`src/ihp_params.svh`:
```
// constants for the ide host port: offsets, field positions, timing
// Operation
// true ide only if output-enable strapped low
// card drops dma request to pause
// host dropping acknowledge only pauses transfer; in the ultra states a dropped acknowledge ends the burst instead
// ultra write: strobe both edges, ready on iordy
// ultra read: card toggles iordy per word
// soft reset set holds reset, clear unconfigures
// soft reset resets all but itself
// interrupt style bit, one level, reset zero
// six bit index resets zero, selects mode
// host writes upper index bits as zero
// ready-changed flag sets on ready change
// bit one reads ready, masks flag write
// socket register written before config index
// drive number bit written zero, reads zero
// acknowledge ignored while no dma active
// stop from host ends ultra burst
// host avoids invalid select combinations
`ifndef IHP_PARAMS_SVH
`define IHP_PARAMS_SVH
`define IHP_OFS_OPTION  10'h200
`define IHP_OFS_PINREP  10'h204
`define IHP_OFS_SOCKET  10'h206
`define IHP_OPT_SRST    7
`define IHP_OPT_LEVEL   6
`define IHP_PIN_CRDY    5
`define IHP_PIN_RRDY    1
`define IHP_PIN_ONES    8'h0C
`define IHP_SOCK_DRV    4
`define IHP_CLK_NS      50
`define IHP_DSTB_NS     112
`define IHP_DSTB_CYC    (((`IHP_DSTB_NS) + (`IHP_CLK_NS) - 1) / (`IHP_CLK_NS))
// strap samples must run past the three-stage pin chain and its filter so the last one is settled
`define IHP_STRAP_CYC   6
`endif

```
`src/ihp_pkg.sv`:
```
// types shared by the ide host port
package ihp_pkg;
  typedef enum logic [1:0] {
    IHP_IDLE,
    IHP_MWDMA,
    IHP_UDMA_WR,
    IHP_UDMA_RD
  } ihp_state_e;
endpackage

```
`src/ihp_port.sv`:
```
// ide host port: write fifo and the card-side port logic
`timescale 1ns/1ps
`include "ihp_params.svh"

// ==========================================
// fifo between the link capture and the core
module ihp_fifo #(
  parameter int W = 16,
  parameter int D = 8
) (
  input  wire logic         mclk,      // clock
  input  wire logic         reset_n,   // async reset
  input  wire logic         flush,     // sync clear
  input  wire logic         in_valid,  // push request
  output logic              in_ready,  // not full
  input  wire logic [W-1:0] in_data,   // push word
  output logic              out_valid, // not empty
  input  wire logic         out_ready, // pop request
  output logic [W-1:0]      out_data   // head word
);
  localparam int AW = (D > 1) ? $clog2(D) : 1;
  generate
    if (D < 2 || (1 << AW) != D) begin : g_chk
      $error("ihp_fifo depth must be a power of two");
    end
  endgenerate
  logic [W-1:0]  mem_ff [D];          // storage
  logic [AW-1:0] wp_ff, nxt_wp;       // write pointer
  logic [AW-1:0] rp_ff, nxt_rp;       // read pointer
  logic [AW:0]   cnt_ff, nxt_cnt;     // fill level
  logic          push, pop;           // accepted moves
  // next pointers and level
  always_comb begin
    in_ready  = (cnt_ff != (AW+1)'(D));
    out_valid = (cnt_ff != '0);
    out_data  = mem_ff[rp_ff];
    push      = in_valid && in_ready;
    pop       = out_valid && out_ready;
    nxt_wp    = flush ? '0 : (push ? wp_ff + 1'b1 : wp_ff);
    nxt_rp    = flush ? '0 : (pop ? rp_ff + 1'b1 : rp_ff);
    nxt_cnt   = flush ? '0 : cnt_ff + (AW+1)'(push) - (AW+1)'(pop);
  end
  // register pointers
  always_ff @(posedge mclk or negedge reset_n) begin
    if (!reset_n) begin
      wp_ff  <= '0;
      rp_ff  <= '0;
      cnt_ff <= '0;
    end else begin
      wp_ff  <= nxt_wp;
      rp_ff  <= nxt_rp;
      cnt_ff <= nxt_cnt;
    end
  end
  // storage needs no reset
  always_ff @(posedge mclk) begin
    if (push) begin
      mem_ff[wp_ff] <= in_data;
    end
  end
endmodule // ihp_fifo

// ==========================================
// card side of the parallel port
module ihp_port
  import ihp_pkg::*;
#(
  parameter int DEPTH = 8
) (
  input  wire logic        mclk,         // 20 MHz clock
  input  wire logic        reset_n,      // async reset, low
  input  wire logic        oe_n_pin,     // mode strap pin
  input  wire logic        cs0_n_pin,    // chip select 0
  input  wire logic        cs1_n_pin,    // chip select 1
  input  wire logic        dmack_n_pin,  // dma acknowledge
  input  wire logic        ior_n_pin,    // read strobe / hstrobe / hdmardy
  input  wire logic        iow_n_pin,    // write strobe / stop
  input  wire logic [15:0] dd_in,        // data pins in
  output logic [15:0]      dd_out,       // data pins out
  output logic             dd_oe,        // data drive enable
  output logic             dmarq,        // dma request
  output logic             iordy,        // iordy / ddmardy / dstrobe
  input  wire logic [9:0]  reg_addr,     // attribute address
  input  wire logic        reg_wr,       // write pulse
  input  wire logic        reg_rd,       // read pulse
  input  wire logic [7:0]  reg_wdata,    // write data
  output logic [7:0]       reg_rdata,    // read data
  output logic             true_ide,     // strap caught low
  output logic             card_reset,   // soft reset active
  output logic             irq_level,    // level irq style
  output logic [5:0]       cfg_index,    // configuration index
  output logic [3:0]       socket_copy,  // socket/copy field
  input  wire logic        card_ready,   // internal ready
  input  wire logic        dma_go,       // core wants dma
  input  wire logic        dma_dir,      // 1: card to host
  input  wire logic [15:0] rd_data,      // word to host
  input  wire logic        rd_valid,     // rd_data valid
  output logic             rd_taken,     // word taken pulse
  output logic [15:0]      wr_data,      // word from host
  output logic             wr_valid,     // wr_data valid
  input  wire logic        wr_ready      // core takes word
);
  localparam int SW = 22;               // synchronised pin count
  logic [SW-1:0] s1_ff, s2_ff, s3_ff;   // three stage chain
  logic [SW-1:0] st_ff, nxt_st;         // filtered levels
  logic [15:0]   d_s;                   // filtered data
  logic          ack, ior_s, iow_s;     // filtered strobes
  logic          ior_rise, ior_edge, iow_rise;
  ihp_state_e    state_ff, nxt_state;   // transfer state
  logic          dmarq_ff, nxt_dmarq;
  logic          iordy_ff, nxt_iordy;
  logic [15:0]   dout_ff, nxt_dout;
  logic          doe_ff, nxt_doe;
  logic          taken_ff, nxt_taken;
  logic [1:0]    cnt_ff, nxt_cnt;       // dstrobe spacing
  logic          push;                  // capture word
  logic          f_ready;               // fifo has room
  logic          srst_ff, nxt_srst;     // soft reset bit
  logic          lvl_ff, nxt_lvl;
  logic [5:0]    idx_ff, nxt_idx;
  logic          crdy_ff, nxt_crdy;     // ready changed
  logic          rprev_ff;              // last ready level
  logic [3:0]    sock_ff, nxt_sock;
  logic [7:0]    rdat_ff, nxt_rdat;
  logic [2:0]    scnt_ff, nxt_scnt;     // strap settle count
  logic          ide_ff, nxt_ide;
  logic          wr_opt, wr_pin, wr_sock;

  // ==========================================
  // pin synchronisers
  always_comb begin
    nxt_st = st_ff;
    if (s2_ff == s3_ff) begin
      nxt_st = s3_ff;
    end
  end
  always_ff @(posedge mclk or negedge reset_n) begin
    if (!reset_n) begin
      s1_ff <= {6'h3F, 16'h0000};
      s2_ff <= {6'h3F, 16'h0000};
      s3_ff <= {6'h3F, 16'h0000};
      st_ff <= {6'h3F, 16'h0000};
    end else begin
      s1_ff <= {oe_n_pin, cs0_n_pin, cs1_n_pin, dmack_n_pin, ior_n_pin, iow_n_pin, dd_in};
      s2_ff <= s1_ff;
      s3_ff <= s2_ff;
      st_ff <= nxt_st;
    end
  end
  // both selects high is the only legal dma decode
  assign ack   = !st_ff[18] && st_ff[20] && st_ff[19];
  assign ior_s = st_ff[17];
  assign iow_s = st_ff[16];
  assign d_s   = st_ff[15:0];
  assign ior_rise = nxt_st[17] && !ior_s;
  assign ior_edge = nxt_st[17] != ior_s;
  assign iow_rise = nxt_st[16] && !iow_s;

  // ==========================================
  // write fifo
  ihp_fifo #(.W(16), .D(DEPTH)) u_fifo (
    .mclk      (mclk),
    .reset_n   (reset_n),
    .flush     (srst_ff),
    .in_valid  (push),
    .in_ready  (f_ready),
    .in_data   (d_s),
    .out_valid (wr_valid),
    .out_ready (wr_ready),
    .out_data  (wr_data)
  );

  // ==========================================
  // transfer state machine
  always_comb begin
    nxt_state = state_ff;
    nxt_dmarq = dmarq_ff;
    nxt_iordy = 1'b1;
    nxt_dout  = dout_ff;
    nxt_doe   = 1'b0;
    nxt_taken = 1'b0;
    nxt_cnt   = (cnt_ff != 2'd0) ? cnt_ff - 2'd1 : 2'd0;
    push      = 1'b0;
    unique case (state_ff)
      IHP_IDLE: begin
        nxt_dmarq = dma_go && ide_ff;
        // acknowledge counts only against our own request
        if (dmarq_ff && ack) begin
          if (idx_ff == 6'h00) begin
            nxt_state = IHP_MWDMA;
          end else if (dma_dir) begin
            nxt_state = IHP_UDMA_RD;
            nxt_iordy = 1'b0;
          end else begin
            nxt_state = IHP_UDMA_WR;
          end
        end
      end
      IHP_MWDMA: begin
        // drop request while no room or no word
        nxt_dmarq = dma_go && (dma_dir ? rd_valid : f_ready);
        nxt_dout  = rd_data;
        if (ack && dma_dir && !ior_s) begin
          nxt_doe = 1'b1;
        end
        if (ack && dma_dir && ior_rise) begin
          nxt_taken = 1'b1;
        end
        if (ack && !dma_dir && iow_rise) begin
          push = 1'b1;
        end
        // a released acknowledge only pauses
        if (!dma_go && !ack) begin
          nxt_state = IHP_IDLE;
        end
      end
      IHP_UDMA_WR: begin
        nxt_iordy = !f_ready;
        push      = ack && ior_edge;
        if (iow_s || !ack) begin
          nxt_state = IHP_IDLE;
          nxt_dmarq = 1'b0;
        end
      end
      IHP_UDMA_RD: begin
        nxt_doe   = 1'b1;
        nxt_iordy = iordy_ff;
        if (cnt_ff == 2'd1) begin
          nxt_iordy = !iordy_ff;
        end
        if (cnt_ff == 2'd0 && !ior_s && rd_valid && !taken_ff) begin
          nxt_dout  = rd_data;
          nxt_taken = 1'b1;
          nxt_cnt   = 2'(`IHP_DSTB_CYC);
        end
        if (iow_s || !ack) begin
          nxt_state = IHP_IDLE;
          nxt_dmarq = 1'b0;
          nxt_doe   = 1'b0;
          nxt_iordy = 1'b1;
        end
      end
    endcase
    if (srst_ff) begin
      nxt_state = IHP_IDLE;
      nxt_dmarq = 1'b0;
      nxt_doe   = 1'b0;
      nxt_iordy = 1'b1;
      nxt_taken = 1'b0;
      nxt_cnt   = 2'd0;
    end
  end
  always_ff @(posedge mclk or negedge reset_n) begin
    if (!reset_n) begin
      state_ff <= IHP_IDLE;
      dmarq_ff <= 1'b0;
      iordy_ff <= 1'b1;
      dout_ff  <= 16'h0000;
      doe_ff   <= 1'b0;
      taken_ff <= 1'b0;
      cnt_ff   <= 2'd0;
    end else begin
      state_ff <= nxt_state;
      dmarq_ff <= nxt_dmarq;
      iordy_ff <= nxt_iordy;
      dout_ff  <= nxt_dout;
      doe_ff   <= nxt_doe;
      taken_ff <= nxt_taken;
      cnt_ff   <= nxt_cnt;
    end
  end

  // ==========================================
  // attribute registers
  assign wr_opt  = reg_wr && reg_addr == `IHP_OFS_OPTION;
  assign wr_pin  = reg_wr && reg_addr == `IHP_OFS_PINREP;
  assign wr_sock = reg_wr && reg_addr == `IHP_OFS_SOCKET;
  always_comb begin
    nxt_srst = wr_opt ? reg_wdata[`IHP_OPT_SRST] : srst_ff;
    nxt_lvl  = wr_opt ? reg_wdata[`IHP_OPT_LEVEL] : lvl_ff;
    nxt_idx  = wr_opt ? reg_wdata[5:0] : idx_ff;
    nxt_sock = wr_sock ? reg_wdata[3:0] : sock_ff;
    nxt_crdy = crdy_ff;
    if (wr_pin && reg_wdata[`IHP_PIN_RRDY]) begin
      nxt_crdy = reg_wdata[`IHP_PIN_CRDY];
    end
    // a ready change beats a host clear
    if (card_ready != rprev_ff) begin
      nxt_crdy = 1'b1;
    end
    // soft reset clears all but its own bit
    if (srst_ff) begin
      nxt_lvl  = 1'b0;
      nxt_idx  = 6'h00;
      nxt_sock = 4'h0;
      nxt_crdy = 1'b0;
    end
    nxt_rdat = rdat_ff;
    if (reg_rd) begin
      unique case (reg_addr)
        `IHP_OFS_OPTION: nxt_rdat = {srst_ff, lvl_ff, idx_ff};
        `IHP_OFS_PINREP: nxt_rdat = `IHP_PIN_ONES | {2'b00, crdy_ff, 3'b000, card_ready, 1'b0};
        `IHP_OFS_SOCKET: nxt_rdat = 8'h00;
        default:         nxt_rdat = 8'h00;
      endcase
    end
  end
  always_ff @(posedge mclk or negedge reset_n) begin
    if (!reset_n) begin
      srst_ff  <= 1'b0;
      lvl_ff   <= 1'b0;
      idx_ff   <= 6'h00;
      sock_ff  <= 4'h0;
      crdy_ff  <= 1'b0;
      rprev_ff <= 1'b0;
      rdat_ff  <= 8'h00;
    end else begin
      srst_ff  <= nxt_srst;
      lvl_ff   <= nxt_lvl;
      idx_ff   <= nxt_idx;
      sock_ff  <= nxt_sock;
      crdy_ff  <= nxt_crdy;
      rprev_ff <= card_ready;
      rdat_ff  <= nxt_rdat;
    end
  end

  // ==========================================
  // mode strap, caught once the chain has settled
  always_comb begin
    nxt_scnt = scnt_ff;
    nxt_ide  = ide_ff;
    if (scnt_ff != 3'(`IHP_STRAP_CYC)) begin
      nxt_scnt = scnt_ff + 3'd1;
      nxt_ide  = !st_ff[21];
    end
  end
  always_ff @(posedge mclk or negedge reset_n) begin
    if (!reset_n) begin
      scnt_ff <= 3'd0;
      ide_ff  <= 1'b0;
    end else begin
      scnt_ff <= nxt_scnt;
      ide_ff  <= nxt_ide;
    end
  end

  // ==========================================
  // outputs
  assign dd_out      = dout_ff;
  assign dd_oe       = doe_ff;
  assign dmarq       = dmarq_ff;
  assign iordy       = iordy_ff;
  assign reg_rdata   = rdat_ff;
  assign true_ide    = ide_ff;
  assign card_reset  = srst_ff;
  assign irq_level   = lvl_ff;
  assign cfg_index   = idx_ff;
  assign socket_copy = sock_ff;
  assign rd_taken    = taken_ff;
endmodule // ihp_port

```
`config.mk`:
```
export PLATFORM = sky130hd
export DESIGN_NAME = ihp_port
export DESIGN_NICKNAME = d
export VERILOG_FILES = /design/src/ihp_pkg.sv /design/src/ihp_port.sv
export VERILOG_INCLUDE_DIRS = /design/src /design/src/src
export SDC_FILE = /design/constraint.sdc
export NUM_CORES = 1
export LEC_CHECK = 0
export ABC_AREA = 1
export ABC_CLOCK_PERIOD_IN_PS = 4800
export BUFFER_PORTS_ARGS = -buffer_cell sky130_fd_sc_hd__buf_2
export CAP_MARGIN = 0
export CORE_UTILIZATION = 55
export CTS_BUF_LIST = sky130_fd_sc_hd__clkbuf_4 sky130_fd_sc_hd__clkbuf_8
export DETAILED_ROUTE_END_ITERATION = 8
export GPL_ROUTABILITY_DRIVEN = 0
export PLACE_DENSITY = 0.85
export RECOVER_POWER = 100
export SETUP_SLACK_MARGIN = 0.1
export SYNTH_ARGS = -nofsm -noshare
export SYNTH_HDL_FRONTEND = slang
export SYNTH_SLANG_ARGS = --single-unit
```
`constraint.sdc`:
```
create_clock -name mclk -period 4.8 [get_ports mclk]
set_input_delay 0.96 -clock mclk [delete_from_list [all_inputs] [get_ports mclk]]
set_output_delay 0.96 -clock mclk [all_outputs]
set_load 0.05 [all_outputs]
```
==> flow_metrics.py, run 1 <==
metrics = {
    "run_status": {
        "status": "complete, but fails checks",
        "violations": "max-capacitance violations, max-slew violations",
    },
    "yosys": {
        "ys_warn_count": 0,
        "synth_top_family_by_area": "simple AND/OR/NAND/NOR gates",
        "synth_compound_area_frac": 0.0820,
        "synth_area_mm2": 0.0108,
        "synthSimpleGateAreaFrac": 0.122,
        "synthAdderAreaFrac": 0.0205,
        "syn-num-nets": 994,
        "yosys_register_bits": 276,
        "synth_cells": 912,
        "synthMuxAreaShare": 0.0230,
        "synth_edf_count": 128,
        "synth.avg_cell_area_um2": 11.8,
        "synth-seq-area-share": 0.705,
        "synth_cell_types": 41,
        "synth_ff_type": "edfxtp_1",
        "synthXorXnorAreaFrac": 0.00814,
        "synth-async-reset-ratio": 0.536,
    },
    "routing": {
        "final_antenna_net_count": 0,
        "routed_via_density": 5.29,
        "wl_met3_um": 1330,
        "vias": 7182,
        "met1_length_um": 8770,
        "top_layer": "met4",
        "drt_drc_violations_left": 0,
        "wirelength_um": 21300,
        "dr.pass1.iters": 5,
        "dr_wl_met2_um": 10500,
        "drt_iter0_markers": 512,
        "wl_per_cell_um": 15.7,
    },
    "timing": {
        "layout_setup_ws_ps": 736,
        "setup_viol_count_final": 0,
        "fin_crit_ps": 4060,
        "worst_clock_skew_ps": 11.9,
        "max-slew-margin-rel": -0.460,
        "finalCritPeriodShare": 0.847,
        "fin_tns_setup_ps": 0,
        "hold_viol_final": 0,
        "max_freq_ghz": 0.246,
        "rsz0062_at_grt": "no",
        "tightest_slew_ps": 2170,
        "final-max-slew-violation-count": 94,
    },
    "cts": {
        "cts_setup_buffers": 0,
        "cts_root_buffer": "clkbuf_8",
        "clk_latency_ps": 530,
        "cts-resized-gates": 0,
        "cts.sinks": 276,
        "clock_path_buffers": 3,
        "cts_hold_buf": 0,
        "path_clk_slew_ps": 60,
        "cts-buffers-inserted": 43,
        "tritoncts": "built",
        "htree_levels": 2,
    },
    "placement": {
        "port_buffers": 122,
        "dp.final_hpwl_um": 14000,
        "place_area_mm2": 0.0117,
        "pre_cts_ws_ps": 1090,
    },
    "cells_and_area": {
        "drive_gt1_frac": 0.170,
        "layout_common_cells": "150 x nor2_1, 128 x edfxtp_1, 123 x dfrtp_1",
        "area_delta_synth_final_pct": 16.5,
        "nets": 1145,
        "layout_commonest_cell": "nor2_1",
        "final_cell_area_mm2": 0.0125,
        "fill_cells": 1362,
        "multi_input_area_mm2": 0.00274,
        "diodes": 0,
        "seqCellArea_mm2": 0.00758,
    },
    "worst_setup_path": {
        "cp.required_ps": 3840,
        "crit_arrival_ps": 3100,
        "cp_slowest_cell": "clkbuf_2",
        "crit_type": "flip-flop to output pin",
        "crit_fanout": 39,
        "critPathMaxStageDelay_ps": 650,
        "cp-start-kind": "flip-flop",
        "critPathCaptureType": "output pin",
        "crit_buf_inv": 3,
        "path_delay_family": "buffers and inverters",
        "path_cells": "inv_1 > clkbuf_2 > o21ai_1 > o22ai_1 > nor2_1 > a31oi_1 > clkbuf_1",
    },
    "floorplanning": {
        "start_util": 0.567,
        "ios": 123,
        "coreArea_mm2": 0.0190,
        "die_y_um": 142,
        "row_count": 50,
        "dieArea_mm2": 0.0201,
        "die_w_um": 142,
    },
    "job": {
        "cap_violations": 3,
    },
    "global_routing": {
        "first_global_vias": 7199,
        "grt_pass1_wl_um": 34700,
        "grt-ovfl-total": 0,
        "antenna_found_initial": 0,
        "gr-usage-all-layers": 0.221,
        "grt_max_degree": 76,
    },
    "power": {
        "vdd_drop_max_mv": 0.254,
        "p_leak_nw": 5.51,
        "power_density_mw_per_mm2": 378,
    },
    "worst_hold_path": {
        "min_path_type": "flip-flop to flip-flop",
    },
}
-- per-layer routing --
metal  global-route usage  vias to the layer above
li1                     -                     3413
met1                0.281                     3428
met2                0.367                      277
met3               0.0452                       64
met4                0.104                        0
met5                    0                        -
-- report_power, final --
group          switching [mW]  total, mW  internal, mW
Combinational           0.101      0.145        0.0439
Clock                   0.836       2.06          1.22
Sequential             0.0208       2.52          2.50
Total                   0.959       4.73          3.77
-- synthesized netlist by cell type, types with 16 or more instances --
master / instances / share of area
o21ai_0: 95 / 0.044
nor2_1: 147 / 0.051
edfxtp_1: 128 / 0.36
o22ai_1: 16 / 0.0093
dfrtp_1: 123 / 0.29
dfstp_2: 25 / 0.061
nand3_1: 17 / 0.0079
a31oi_1: 20 / 0.012
clkbuf_1: 26 / 0.0091
nand2_1: 119 / 0.042
ha_1: 16 / 0.019
inv_1: 67 / 0.023
-- state kept, by name, summed over array words and instances, names as in the netlist, 2 cells and up --
signal	flops
scnt_ff	3
s1_ff	22
u_fifo.mem_ff	128
s3_ff	22
dd_out	16
u_fifo.cnt_ff	4
cfg_index	6
st_ff	22
u_fifo.rp_ff	3
u_fifo.wp_ff	3
s2_ff	22
cnt_ff	2
reg_rdata	8
state_ff	2
socket_copy	4
-- metrics by stage --
| stage | utilization | hold slack [ps] | power, mW | std cells |
|---|---|---|---|---|
| 4_1_cts | 0.668 | 343 | 4.79 | 1357 |
| 3_5_place_dp | 0.618 | 335 | 2.72 | 1278 |
| 5_1_grt | 0.661 | 351 | 4.91 | 1357 |
| 2_1_floorplan | - | 331 | 2.64 | 912 |
| 6_report | 0.661 | 341 | 4.73 | 1357 |
| 3_3_place_gp | 0.618 | 333 | 2.72 | 1278 |
-- cells by family (layout without fill, tap and decap cells) --
family,after synthesis,in the layout
AND/OR/NAND/NOR,317,317
flip-flops,276,276
AO/OA/AOI/OAI,161,161
buffers and inverters,109,294
multiplexers,22,22
adder cells (fa/ha/maj),17,17
XOR/XNOR,10,10
-- layout make-up --
cell class	count	area share
Clock buffer	67	0.0671
Clock inverter	12	0.00869
Inverter	78	0.0234
Multi-Input combinational cell	527	0.219
Sequential cell	276	0.605
Tap cell	260	0.0260
Timing Repair Buffer	137	0.0511
-- worst paths after layout --
check,start,endpoint,slack [ps],cells after the start
worst max register to register,s2_ff[21],u_fifo.mem_ff[6][7],800,15
worst min register to register,s1_ff[0],s2_ff[0],340,0
worst max-delay path,u_fifo.rp_ff[0],wr_data[14],740,7
max in group asynchronous,reset_n,rprev_ff,2050,2
worst min-delay path,s1_ff[0],s2_ff[0],340,0
min in group asynchronous,reset_n,s1_ff[7],450,1
(Power assumes the default switching activity.)
==> run 2: changes to the inputs <==
- ABC_AREA: 1 -> 0
- ABC_CLOCK_PERIOD_IN_PS: 4800 -> 3500
- CORE_UTILIZATION: 55 -> 54
- PLACE_DENSITY: 0.85 -> 0.87
- clock period: 4.8 -> 3.5 ns (I/O delays scaled with it)
==> run 2 against run 1 <==
  * The run still ends with max-capacitance violations, max-slew violations left
  * Register-to-register slack worse by 720 ps
  * Combinational power rose to 11 times the previous value
  * Synthesized cell count down 33%
==> flow_metrics.py, run 2 <==
metrics = {
    "yosys": {
        "syn-num-nets": 692,
        "yosys_register_bits": 276,
        "synth_cells": 610,
        "synth_most_common_cell": "edfxtp_1",
        "synthTopCellsByCount": "128 x edfxtp_1, 123 x dfrtp_1, 48 x mux2_2, 32 x mux4_2, 25 x dfstp_2",
        "synth_area_mm2": 0.0106,
        "synth-seq-area-share": 0.715,
        "synth_cell_types": 52,
        "ys_warn_count": 0,
        "synth_top_area_share": 0.363,
        "synth_area_leaders": "edfxtp_1 36%, dfrtp_1 29%, mux4_2 6.8%",
        "synth.avg_cell_area_um2": 17.4,
        "synth_ff_type": "edfxtp_1",
        "synth_top_cell_by_area": "edfxtp_1",
        "synth-async-reset-ratio": 0.536,
        "synth_edf_count": 128,
    },
    "routing": {
        "drt_iter0_markers": 369,
        "final_antenna_net_count": 0,
        "routed_via_density": 5.48,
        "dr.pass1.iters": 5,
        "drt_drc_violations_left": 0,
        "vias": 5836,
        "wirelength_um": 20700,
        "wl_per_cell_um": 19.4,
    },
    "cells_and_area": {
        "largest_reg_flops": 128,
        "final_cell_area_mm2": 0.0127,
        "diodes": 0,
        "layout_commonest_cell": "edfxtp_1",
        "drive_gt1_frac": 0.426,
        "fill_cells": 1206,
        "nets": 856,
        "fin_cells": 1065,
        "layout_common_cells": "128 x edfxtp_1, 122 x dfrtp_1, 119 x buf_2",
        "area_delta_synth_final_pct": 20.0,
        "top_register": "u_fifo.mem_ff",
    },
    "cts": {
        "clk_latency_ps": 550,
        "cts_hold_buf": 0,
        "htree_levels": 2,
        "path_clk_slew_ps": 60,
        "cts_root_buffer": "clkbuf_8",
        "clock_path_buffers": 3,
        "cts-buffers-inserted": 41,
        "tritoncts": "built",
        "cts.sinks": 276,
    },
    "timing": {
        "final-max-slew-violation-count": 95,
        "setup_viol_count_final": 0,
        "finalCritPeriodShare": 0.978,
        "fin_hold_ws_ps": 253,
        "fin_crit_ps": 3420,
        "worst_clock_skew_ps": 24.6,
        "rsz0062_at_grt": "yes",
        "hold_viol_final": 0,
        "tightest_slew_ps": 2310,
        "layout_setup_ws_ps": 77.7,
        "max_freq_ghz": 0.292,
        "max-slew-margin-rel": -0.543,
    },
    "worst_setup_path": {
        "critPathCaptureType": "flip-flop",
        "crit_arrival_ps": 3660,
        "crit_fanout": 16,
        "cp.required_ps": 3740,
        "crit_type": "flip-flop to flip-flop",
        "cp-start-kind": "flip-flop",
    },
    "placement": {
        "pre_cts_ws_ps": 163,
        "port_buffers": 122,
        "placed_cells": 984,
        "place_area_mm2": 0.0118,
        "dp.final_hpwl_um": 13600,
    },
    "global_routing": {
        "antenna_found_initial": 1,
        "grt_pass1_wl_um": 32400,
        "grt_max_degree": 96,
        "first_global_vias": 6314,
        "gr-usage-all-layers": 0.210,
        "grt-ovfl-total": 0,
    },
    "power": {
        "p_leak_nw": 5.60,
        "vdd_drop_max_mv": 0.601,
        "power_density_mw_per_mm2": 628,
    },
    "run_status": {
        "status": "complete, but fails checks",
        "violations": "max-capacitance violations, max-slew violations",
    },
    "job": {
        "cap_violations": 1,
    },
    "floorplanning": {
        "ios": 123,
        "die_y_um": 142,
        "row_count": 50,
        "start_util": 0.559,
        "die_w_um": 142,
        "coreArea_mm2": 0.0190,
        "dieArea_mm2": 0.0202,
    },
    "worst_hold_path": {
        "min_path_type": "primary input to flip-flop",
    },
}
-- run 2: cell count changes after synthesis, moves of 16 or more --
cell     change
nor2_1     -125
nand2_1    -103
o21ai_0     -88
inv_1       -48
mux2_2      +36
mux4_2      +32
xnor2_1     +20
a31oi_1     -19
o22ai_1     -16
-- run 2: final timing paths --
kind,start,endpoint,slack (ps),cells past startpoint
worst min register to register,s1_ff[7],s2_ff[7],350,0
worst max-delay path,s2_ff[18],u_fifo.mem_ff[3][8],80,12
min in group asynchronous,reset_n,reg_rdata[1],840,1
max in group asynchronous,reset_n,u_fifo.rp_ff[0],1150,1
worst max register to register,s2_ff[18],u_fifo.mem_ff[3][8],80,12
worst min-delay path,oe_n_pin,s1_ff[21],250,1
-- run 2: cells by family (layout without fill, tap and decap cells) --
kind of cell,Yosys count,after routing,synth area share
xor+xnor,28,28,0.0231
fa+ha+maj,17,17,0.0208
flops,276,276,0.715
buf+inv,44,239,0.0179
compound gates,44,44,0.0255
mux,98,98,0.141
simple gates,103,103,0.0568
-- run 2: layout make-up --
class / instances / area (µm²) / share of cell area
Clock buffer: 62 / 772 / 0.0607
Clock inverter: 12 / 53.8 / 0.00423
Sequential cell: 276 / 7580 / 0.596
Multi-Input combinational cell: 290 / 3000 / 0.235
Tap cell: 260 / 325 / 0.0256
Timing Repair Buffer: 146 / 923 / 0.0726
Inverter: 19 / 71.3 / 0.00561
-- run 2: metrics by stage --
step,power (mW),util,setup TNS (ps)
final,7.99,0.671,0
after global routing,8.33,0.671,-3660
after CTS,8.08,0.667,0
after detailed placement,5.49,0.624,0
after global placement,5.41,0.624,0
after floorplan,5.10,-,-16760
-- run 2: report_power, final --
group / switching (mW) / internal, mW
Sequential: 0.188 / 3.59
Clock: 1.15 / 1.41
Combinational: 0.988 / 0.666
-- run 2: timing repair --
item                       4_1_cts  5_1_grt
setup endpoints to repair       29      104
gates cloned                     0        2
setup buffers                    0        5
gates resized for setup          0        5
pin swaps                        1        1
-- run 2: worst max-delay path: stages (launching register included) --
cell and delay (ps):
dfstp_2 560, xnor2_2 110, nand4_1 140, nor4_2 370
nand2_1 140, mux2_4 340, ha_4 210, nand2b_4 140
nor4b_4 290, a21oi_4 100, buf_12 190, nor4bb_4 340
buf_12 190
-- run 2: metal layers --
metal	wire length, µm	GRT usage	vias to the layer above	share of wire
li1	-	-	2603	-
met1	8380	0.262	2960	0.40
met2	10600	0.361	233	0.51
met3	1270	0.0431	38	0.061
met4	396	0.0843	2	0.019
met5	10	0	-	0.00048
